<file path="src/verilog/ngrm_defines.vh">
// Offsets, field positions and reset values of the identifier and ROM map registers
`ifndef NGRM_DEFINES_VH
`define NGRM_DEFINES_VH

`define NGRM_ADDR_W           8
`define NGRM_OFS_ID_UPPER     8'h24
`define NGRM_OFS_ID_LOWER     8'h28
`define NGRM_OFS_ROM_MAP      8'h34
`define NGRM_OFS_LOAD_STATUS  8'h30
`define NGRM_ID_RESET         32'h0000_0000
`define NGRM_ROM_MAP_RESET    22'h00_0000
`define NGRM_ROM_BASE_LSB     10
`define NGRM_ROM_LO_W         10
`define NGRM_ROM_WIN_LO       48'hffff_f000_0400
`define NGRM_ROM_WIN_HI       48'hffff_f000_07ff
`define NGRM_STAT_LOCKED      0
`define NGRM_STAT_EEPROM      1

`endif

</file>
<file path="src/verilog/ngrm_rom_map.v">
// Translates configuration ROM quadlet reads into host memory addresses
`timescale 1ns/100ps
`default_nettype none
`include "ngrm_defines.vh"

module ngrm_rom_map (
    // Clock and reset
    input  wire        clk_sys_i,
    input  wire        reset_i,
    // Mapping base from the register bank
    input  wire [21:0] rom_image_base_i,
    // Request from the receive decoder
    input  wire        req_valid_i,
    input  wire        req_quadlet_i,
    input  wire [47:0] req_offset_i,
    // Translated answer, one cycle later
    output reg         map_valid_o,
    output reg  [31:0] map_addr_o
);

    wire in_window;
    wire [31:0] sum;

    assign in_window = (req_offset_i >= `NGRM_ROM_WIN_LO) &&
                       (req_offset_i <= `NGRM_ROM_WIN_HI);
    // Base has zero low bits, so adding the low offset bits cannot carry
    assign sum = {rom_image_base_i, 10'h000} +
                 {22'h00_0000, req_offset_i[`NGRM_ROM_LO_W-1:0]};

    always @(posedge clk_sys_i) begin
        if (reset_i) begin
            map_valid_o <= 1'b0;
            map_addr_o  <= 32'h0000_0000;
        end else begin
            map_valid_o <= req_valid_i & req_quadlet_i & in_window;
            if (req_valid_i & req_quadlet_i & in_window) begin
                map_addr_o <= sum;
            end
        end
    end

endmodule
`default_nettype wire

</file>
<file path="src/verilog/ngrm_regs.v">
// Unique identifier and configuration ROM mapping register bank
//
// What this block does
// - Hardware reset clears both identifier registers to zero, an invalid value.
// - With an EEPROM present, fill identifier registers from it after bus reset.
// - After loading, identifier registers are locked until next hardware reset.
// - Upper identifier holds bits 63..32: maker field and upper serial.
// - Lower identifier holds bits 31..0: lower part serial.
// - Lower identifier resets, loads and locks like the upper one.
// - ROM window quadlet reads map to base plus offset low ten bits.
// - Mapping register bits 9..0 are read-only zero.
`timescale 1ns/100ps
`default_nettype none
`include "ngrm_defines.vh"

module ngrm_regs (
    // Clock and reset
    input  wire        clk_sys_i,
    input  wire        reset_i,
    // Register port
    input  wire [7:0]  reg_addr_i,
    input  wire [31:0] reg_wdata_i,
    input  wire        reg_wr_i,
    input  wire        reg_rd_i,
    output reg  [31:0] reg_rdata_o,
    // Bus reset and EEPROM loader (pins, synchronised here)
    input  wire        bus_reset_in_i,
    input  wire        eeprom_present_i,
    input  wire        eeprom_load_i,
    input  wire [63:0] eeprom_id_i,
    // Configuration ROM read translation
    input  wire        req_valid_i,
    input  wire        req_quadlet_i,
    input  wire [47:0] req_offset_i,
    output wire        map_valid_o,
    output wire [31:0] map_addr_o,
    // Identifier state
    output wire        id_locked_o,
    output wire [63:0] unique_id_o
);

    // Idle: waiting for bus reset; arm: bus reset seen; load: released,
    // awaiting loader; lock: contents frozen until hardware reset
    localparam [3:0] ST_IDLE = 4'b0001;
    localparam [3:0] ST_ARM  = 4'b0010;
    localparam [3:0] ST_LOAD = 4'b0100;
    localparam [3:0] ST_LOCK = 4'b1000;

    // Bus reset, EEPROM present, load strobe and the 64 identifier bits
    localparam SYNC_W = 67;

    reg  [3:0]  state_reg;
    reg  [3:0]  state_next;
    reg  [31:0] id_upper_reg;
    reg  [31:0] id_lower_reg;
    reg         upper_done_reg;
    reg         lower_done_reg;
    reg  [21:0] rom_base_reg;
    reg         eeprom_load_d_reg;
    reg         ee_take_reg;
    reg  [31:0] status_word;

    wire [SYNC_W-1:0] pin_vec;
    wire [SYNC_W-1:0] pin_sync;
    wire [63:0]       ee_id_s;
    wire              bus_rst_s;
    wire              eeprom_s;
    wire              load_s;
    wire              ee_pulse;
    wire              fw_upper;
    wire              fw_lower;

    // Every pin level passes two flip-flops; the identifier bits travel
    // with the strobe so both arrive with the same delay
    assign pin_vec = {eeprom_id_i, eeprom_load_i, eeprom_present_i,
                      bus_reset_in_i};

    genvar gi;
    generate
        for (gi = 0; gi < SYNC_W; gi = gi + 1) begin : g_sync
            reg meta_reg;
            reg safe_reg;
            always @(posedge clk_sys_i) begin
                if (reset_i) begin
                    meta_reg <= 1'b0;
                    safe_reg <= 1'b0;
                end else begin
                    meta_reg <= pin_vec[gi];
                    safe_reg <= meta_reg;
                end
            end
            assign pin_sync[gi] = safe_reg;
        end
    endgenerate

    assign bus_rst_s = pin_sync[0];
    assign eeprom_s  = pin_sync[1];
    assign load_s    = pin_sync[2];
    assign ee_id_s   = pin_sync[SYNC_W-1:3];
    // Loader data must be stable while its strobe is high; the capture
    // waits one cycle past the synchronised edge, so a data bit that
    // resolves a cycle later than the strobe is still taken correctly
    assign ee_pulse  = load_s & ~eeprom_load_d_reg;

    // Firmware writes count only when no EEPROM is fitted
    assign fw_upper = (state_reg == ST_LOAD) & ~eeprom_s & reg_wr_i &
                      (reg_addr_i == `NGRM_OFS_ID_UPPER) & ~upper_done_reg;
    assign fw_lower = (state_reg == ST_LOAD) & ~eeprom_s & reg_wr_i &
                      (reg_addr_i == `NGRM_OFS_ID_LOWER) & ~lower_done_reg;

    always @* begin
        state_next = state_reg;
        case (state_reg)
            ST_IDLE: begin
                if (bus_rst_s) begin
                    state_next = ST_ARM;
                end
            end
            ST_ARM: begin
                // Loading starts only once bus reset has deasserted
                if (!bus_rst_s) begin
                    state_next = ST_LOAD;
                end
            end
            ST_LOAD: begin
                if (eeprom_s && ee_take_reg) begin
                    state_next = ST_LOCK;
                end else if ((upper_done_reg | fw_upper) &&
                             (lower_done_reg | fw_lower)) begin
                    state_next = ST_LOCK;
                end
            end
            // Only a hardware reset leaves here; later bus resets must
            // not reopen the load window
            ST_LOCK: begin
                state_next = ST_LOCK;
            end
            default: begin
                state_next = ST_IDLE;
            end
        endcase
    end

    always @(posedge clk_sys_i) begin
        if (reset_i) begin
            state_reg         <= ST_IDLE;
            id_upper_reg      <= `NGRM_ID_RESET;
            id_lower_reg      <= `NGRM_ID_RESET;
            upper_done_reg    <= 1'b0;
            lower_done_reg    <= 1'b0;
            rom_base_reg      <= `NGRM_ROM_MAP_RESET;
            eeprom_load_d_reg <= 1'b0;
            ee_take_reg       <= 1'b0;
        end else begin
            state_reg         <= state_next;
            eeprom_load_d_reg <= load_s;
            ee_take_reg       <= ee_pulse;
            if ((state_reg == ST_LOAD) && eeprom_s && ee_take_reg) begin
                id_upper_reg <= ee_id_s[63:32];
                id_lower_reg <= ee_id_s[31:0];
            end
            // Writes outside the load window fall through untouched.
            // Each firmware word is taken once; the done flags keep a
            // second write to the same word from replacing the first
            if (fw_upper) begin
                id_upper_reg   <= reg_wdata_i;
                upper_done_reg <= 1'b1;
            end
            if (fw_lower) begin
                id_lower_reg   <= reg_wdata_i;
                lower_done_reg <= 1'b1;
            end
            // Only the base field is stored; the low ten bits read zero
            if (reg_wr_i && (reg_addr_i == `NGRM_OFS_ROM_MAP)) begin
                rom_base_reg <= reg_wdata_i[31:`NGRM_ROM_BASE_LSB];
            end
        end
    end

    // Status bits sit at fixed positions; all other bits read zero
    always @* begin
        status_word = 32'h0000_0000;
        status_word[`NGRM_STAT_LOCKED] = (state_reg == ST_LOCK);
        status_word[`NGRM_STAT_EEPROM] = eeprom_s;
    end

    // Read data stand in the cycle after the strobe only
    always @(posedge clk_sys_i) begin
        if (reset_i) begin
            reg_rdata_o <= 32'h0000_0000;
        end else if (reg_rd_i) begin
            case (reg_addr_i)
                `NGRM_OFS_ID_UPPER: reg_rdata_o <= id_upper_reg;
                `NGRM_OFS_ID_LOWER: reg_rdata_o <= id_lower_reg;
                `NGRM_OFS_ROM_MAP:
                    reg_rdata_o <= {rom_base_reg, 10'h000};
                `NGRM_OFS_LOAD_STATUS:
                    reg_rdata_o <= status_word;
                default: reg_rdata_o <= 32'h0000_0000;
            endcase
        end else begin
            reg_rdata_o <= 32'h0000_0000;
        end
    end

    // Lock flag comes straight from the state register, free of glitches
    assign id_locked_o = (state_reg == ST_LOCK);
    assign unique_id_o = {id_upper_reg, id_lower_reg};

    ngrm_rom_map u_rom_map (
        .clk_sys_i        (clk_sys_i),
        .reset_i          (reset_i),
        .rom_image_base_i (rom_base_reg),
        .req_valid_i      (req_valid_i),
        .req_quadlet_i    (req_quadlet_i),
        .req_offset_i     (req_offset_i),
        .map_valid_o      (map_valid_o),
        .map_addr_o       (map_addr_o)
    );

endmodule
`default_nettype wire

</file>
<file path="config.mk">
export PLATFORM = sky130hd
export DESIGN_NAME = ngrm_regs
export DESIGN_NICKNAME = d
export VERILOG_FILES = /design/src/verilog/ngrm_rom_map.v /design/src/verilog/ngrm_regs.v
export VERILOG_INCLUDE_DIRS = /design/src /design/src/verilog
export SDC_FILE = /design/constraint.sdc
export NUM_CORES = 1
export LEC_CHECK = 0
export ABC_AREA = 1
export BUFFER_PORTS_ARGS = -buffer_cell sky130_fd_sc_hd__buf_2
export CAP_MARGIN = 40
export CORE_MARGIN = 4
export CORE_UTILIZATION = 38
export DETAILED_ROUTE_END_ITERATION = 7
export PLACE_DENSITY = 0.58
export SLEW_MARGIN = 15
export SYNTH_ARGS = -nofsm -noshare
export SYNTH_HDL_FRONTEND = slang
export SYNTH_SLANG_ARGS = --single-unit
</file>
<file path="constraint.sdc">
create_clock -name clk_sys_i -period 1.6 [get_ports clk_sys_i]
set_input_delay 0.4 -clock clk_sys_i [delete_from_list [all_inputs] [get_ports clk_sys_i]]
set_output_delay 0.4 -clock clk_sys_i [all_outputs]
set_load 0.01 [all_outputs]
</file>
# Word-level counts from Yosys, hierarchy flattened
# Index checks and enable logic that the tools add are counted.
[word_totals]
output_inout_bits = 130
elab_cells = 195
input_bits = 161
reg_bits = 293
[classes]
muxes = 10
n_bitwise = 16
reduce_logical = 10
eq_ne = 11
magnitude_cmp = 2
add_sub_neg = 1
[op_table]
columns = ["operator", "n"]
rows = [
  ["32-bit 2-to-1 mux", 4],
  ["32-bit case mux with 4 select lines", 1],
  ["48-bit greater-or-equal comparator, second input constant", 1],
  ["48-bit <= comparator, second input constant", 1],
  ["32-bit by 10-bit adder with 32-bit output", 1],
  ["8-bit by 6-bit == test with 1-bit output, second input constant", 4],
  ["4-bit 2-to-1 mux", 4],
  ["4-bit case mux with 4 select lines", 1],
  ["1-bit bitwise AND", 9],
  ["1-bit logical AND", 6],
  ["1-bit NOT", 5],
  ["4-bit by 1-bit == test with 1-bit output, second input constant", 1],
  ["4-bit by 2-bit == test with 1-bit output, second input constant", 1],
  ["4-bit by 3-bit == test with 1-bit output, second input constant", 1],
  ["4-bit == test, second input constant", 1],
  ["2-bit inequality test, second input constant", 2],
  ["2-bit nonzero test", 2],
  ["3-bit by 1-bit inequality test with 1-bit output, second input constant", 1],
  ["3-bit AND reduction", 1],
  ["1-bit OR", 2],
  ["2-bit OR reduction", 1],
]

# Longest topological paths before layout
[logic_depth]
depth_word = 10
mapped_depth = 11
depth_no_buf = 11

# By module
# A second synthesis with hierarchy kept.
[unflattened]
hier_cells = 1425
area_unflattened_um2 = 10756.6
[modules_own_cells]
columns = ["mod", "seq_area_each_um2", "cells_per_inst", "area_each_um2", "n_inst"]
rows = [
  ["ngrm_regs", 5205.0, 1152, 9011.1, 1],
  ["ngrm_rom_map", 660.6, 273, 1745.4, 1],
]

# Worst setup path after synthesis
# Ideal clock, no wire load.
[synth_timing]
path_type = "input -> register"
from = "input req_offset_i[37]"
to = "register u_rom_map.map_addr_o[0]"
path_slack_ns = 0.173
required_ns = 1.487
arrival_ns = 1.314
n_path_buf = 2
path_stages = 8
setup_time_ns = 0.113
path_cell_list = "nand4_1 -> or2_1 -> nor2_1 -> nand3_1 -> buf_2 -> buf_2 -> nor2_1 -> nor2_1"
[synth_via]
elab_chain_len = 3
word_cells_on_any_way = 4
classes_between = "order compare (2); bitwise (1); reduce/logical (1)"
[synth_lines]
columns = ["item", "line_no", "text"]
rows = [
  ["from (decl)", "ngrm_regs.v:34", "input wire [47:0] req_offset_i,"],
  ["48-bit greater-or-equal comparator (no line) or 48-bit <= comparator (tied branches)", "-", ""],
  ["1-bit logical AND *", "ngrm_rom_map.v:24", "assign in_window = (req_offset_i >= `NGRM_ROM_WIN_LO) &&"],
  ["1-bit bitwise AND *", "ngrm_rom_map.v:36", "if (req_valid_i & req_quadlet_i & in_window) begin"],
  ["to (signal assigned)", "ngrm_rom_map.v:37", "map_addr_o <= sum;"],
  ["to (decl)", "ngrm_rom_map.v:18", "output reg [31:0] map_addr_o"],
]
# Every way passes the cells marked *; elsewhere a longest branch is shown, timed or not.
# A chain may end at the register's enable or synchronous reset.

# Worst setup path in the final report
[layout_timing]
from = "register state_reg[1]"
to = "output id_locked_o"
[layout_via]
elab_chain_len = 1
[layout_lines]
columns = ["item", "line_no", "text"]
rows = [
  ["from (decl)", "ngrm_regs.v:52", "reg [3:0] state_reg;"],
  ["from (signal assigned)", "ngrm_regs.v:155", "state_reg <= state_next;"],
  ["4-bit == test", "ngrm_regs.v:207", "assign id_locked_o = (state_reg == ST_LOCK);"],
  ["to (decl)", "ngrm_regs.v:38", "output wire id_locked_o,"],
]
# Every way passes these cells.

==> metrics.txt <==
reg2reg path depth 11; total power roughly 16 mW; largest net degree at the start of global routing slightly above 100; CTS Sinks between 200 and 300; CTS HTree Levels 1; final setup fails between 50 and 60; CP max stage delay 0.36 ns; Syn Inst Count between 1000 and 1500; placed cell areas approximately 12000 um2; layout cells sized above 1 between 20% and 30%; reg2reg start state_reg[1]$_SDFFE_PP0P_; Post-synth EDFFs 0; sw power 3.38 mW; FP Rows 60; ys async rst share 0%; Worst Skew roughly 0.0094 ns; crit path max fanout 4; IO Port Bufs a little under 300; critical path data arrival time between 1 and 1.5 ns; hpwl dp about 23000 um; top cells by area in the synthesized netlist dfxtp_1 57%, nand2_1 13%, nor2_1 8.5%; Area Overhead vs Synth 32.5%; antenna-violating nets left 0; Layout Nets ~1800; Initial Utilization 38.6%; worst hold start eeprom_id_i[39]; Vias a little over 9000; first-pass GRT wire length ~46000 um; Yosys reg bits just under 300; grt total ovfl 0; hold_buf cts 0; DR vias/cell ~4.5; cell taking the most area after synthesis dfxtp_1; cells along the critical path nor2_4, nand3_2, inv_2, buf_6; drt drc 0; vias in the first global route 8385; Seq/Total Area, Yosys a little under three fifths; Setup Crit Path Kind reg2out; WL/cell 15.3 um; DR iter-0 viols 619; Yosys top cell area share a little under three fifths; Netlist Area Pre-Place around 10000 um2; Die Span Y around 170 um; top_reg_cell synth dfxtp_1; Final Non-Filler Cells 2031; post-route cell area 13700 um2; Slew Limit Headroom approximately 72%; startpoint types flop; Synth Area per Inst 7.63 um2; die width roughly 170 um; initial antenna violation count 1; r2r setup slk -0.07 ns; Slowest cell on crit path dfxtp_4; Int Power between 10 and 15 mW; worst slack, placed -0.229 ns; core area between 20000 and 30000 um2; Syn. warnings 0; WL final a little over 30000 um; most instantiated cells after synthesis 359 x nand2_1, 293 x dfxtp_1, 234 x nor2_1, 203 x inv_1, 64 x a31oi_1; final hold violation count 0; routed length on met2 13600 um; status complete, but fails checks; Clk network pwr share 46.8%; GRT Overall Usage 19.0%; Sw Ratio a little over a fifth; Peak VDD IR roughly 0.65 mV; fmax 589 MHz; fin. max-slew vios 0; GP Congestion 0.929; register share of total power 48.5%; Hold EP g_sync[42].meta_reg$_SDFF_PP0_; Num CTS Buffers 31; die area roughly 30000 um2; Synth cell types 27; Tightest Pin Transition 0.422 ns; most common cell in the synthesized netlist nand2_1; final worst path period share 106%; final setup margin -0.0965 ns; hold depth 3; Root Driver clkbuf_16; post-route minimum period 1.70 ns; metal1 wirelength 14200 um; DR top layer met4; Pwr Density around 1100 nW/um2; required time worst endpoint 1.20 ns; Comb power frac 4.6%; CTS tree done; metal3 WL roughly 2500 um; CTS clk-pin slew, worst paths 0.06 ns; Crit. End Element primary output; I/O pin count 291; Static Leak roughly 6.7 nW; Pre-antenna DRT Iters 5; max cap viols 0; Hold Path Class in2reg; failing checks setup timing; Critical R2R Capture id_lower_reg[19]$_SDFFE_PP0P_; max reg flops 67; unrepaired setup endpoints after global routing yes; Clock Tree Buf Depth 3; placed cells just under 2000; worst-skew pair later-pin latency between 0.5 and 0.6 ns; Post-Syn Nets ~1500
-- worst max-delay path by stage --
stage / from / endpoint / slack (ns)
after floorplan: req_offset_i[37] / u_rom_map.map_addr_o[0]$_SDFFE_PP0P_ / 0.17
after global placement: reg_addr_i[1] / id_lower_reg[26]$_SDFFE_PP0P_ / -0.20
after detailed placement: reg_addr_i[1] / id_lower_reg[18]$_SDFFE_PP0P_ / -0.23
after CTS: state_reg[1]$_SDFFE_PP0P_ / id_locked_o / -0.12
after global routing: state_reg[1]$_SDFFE_PP0P_ / id_locked_o / -0.14
final: state_reg[1]$_SDFFE_PP0P_ / id_locked_o / -0.1
-- power groups by stage --
stage	clock [mW]	sequential [mW]	combinational, mW
global route	7.75	7.57	0.817
finish	7.30	7.56	0.722
detailed placement	0	7.70	0.699
CTS	7.48	7.55	0.719
floorplan	0	7.68	0.354
global placement	0	7.70	0.692
-- cells by family (layout without fill, tap and decap cells) --
group	Yosys count	count (layout)	share of synthesized area [%]
simple gates	649	649	24.9
flops	293	293	56.6
buf+inv	280	611	11.0
compound gates	136	136	7.50
other cells	0	1	0
-- metrics by stage --
step                      hold slack, ns  setup TNS [ns]  utilization, %
after floorplan                    0.374               0               -
after global placement             0.381          -15.28            45.9
after detailed placement           0.392          -17.81            45.9
after CTS                         0.0347          -0.116            50.0
after global routing              0.0423           -6.19            51.1
final                             0.0507           -1.19            51.1
-- layout by cell type (no fill, tap or decap), types with 11 or more instances in the layout --
| master | n |
|---|---|
| nor2_1 | 234 |
| dfxtp_1 | 291 |
| buf_2 | 288 |
| buf_4 | 27 |
| buf_12 | 11 |
| o21ai_0 | 15 |
| inv_1 | 202 |
| nand3_1 | 26 |
| a31oi_1 | 64 |
| nand2_1 | 355 |
| a21oi_1 | 44 |
| clkbuf_16 | 38 |
-- worst max-delay path: cells and delay by family (launching register included) --
| family | cells | cell delay (ns) |
|---|---|---|
| AND/OR/NAND/NOR | 2 | 0.19 |
| buffers and inverters | 2 | 0.19 |
| flip-flops | 1 | 0.36 |
-- metal layers --
metal | vias up | global-route usage [%]
li1 | 4728 | -
met1 | 3972 | 26.8
met2 | 374 | 29.4
met3 | 58 | 3.78
met4 | 0 | 5.95
met5 | - | 0
-- timing repair --
action                     CTS  global route
gates cloned                 0             9
gates resized for setup      7            23
pin swaps                    1            27
setup endpoints to repair    1            68
buffers inserted             1             2
-- cell type report --
type / count / area (um2)
Multi-Input combinational cell: 785 / 3390
Antenna cell: 1 / 2.50
Timing Repair Buffer: 342 / 2140
Tap cell: 341 / 427
Sequential cell: 293 / 5870
Clock buffer: 40 / 890
Fill cell: 2698 / 13100
Inverter: 211 / 822
Clock inverter: 18 / 185
Power figures use the tool's default switching activity.
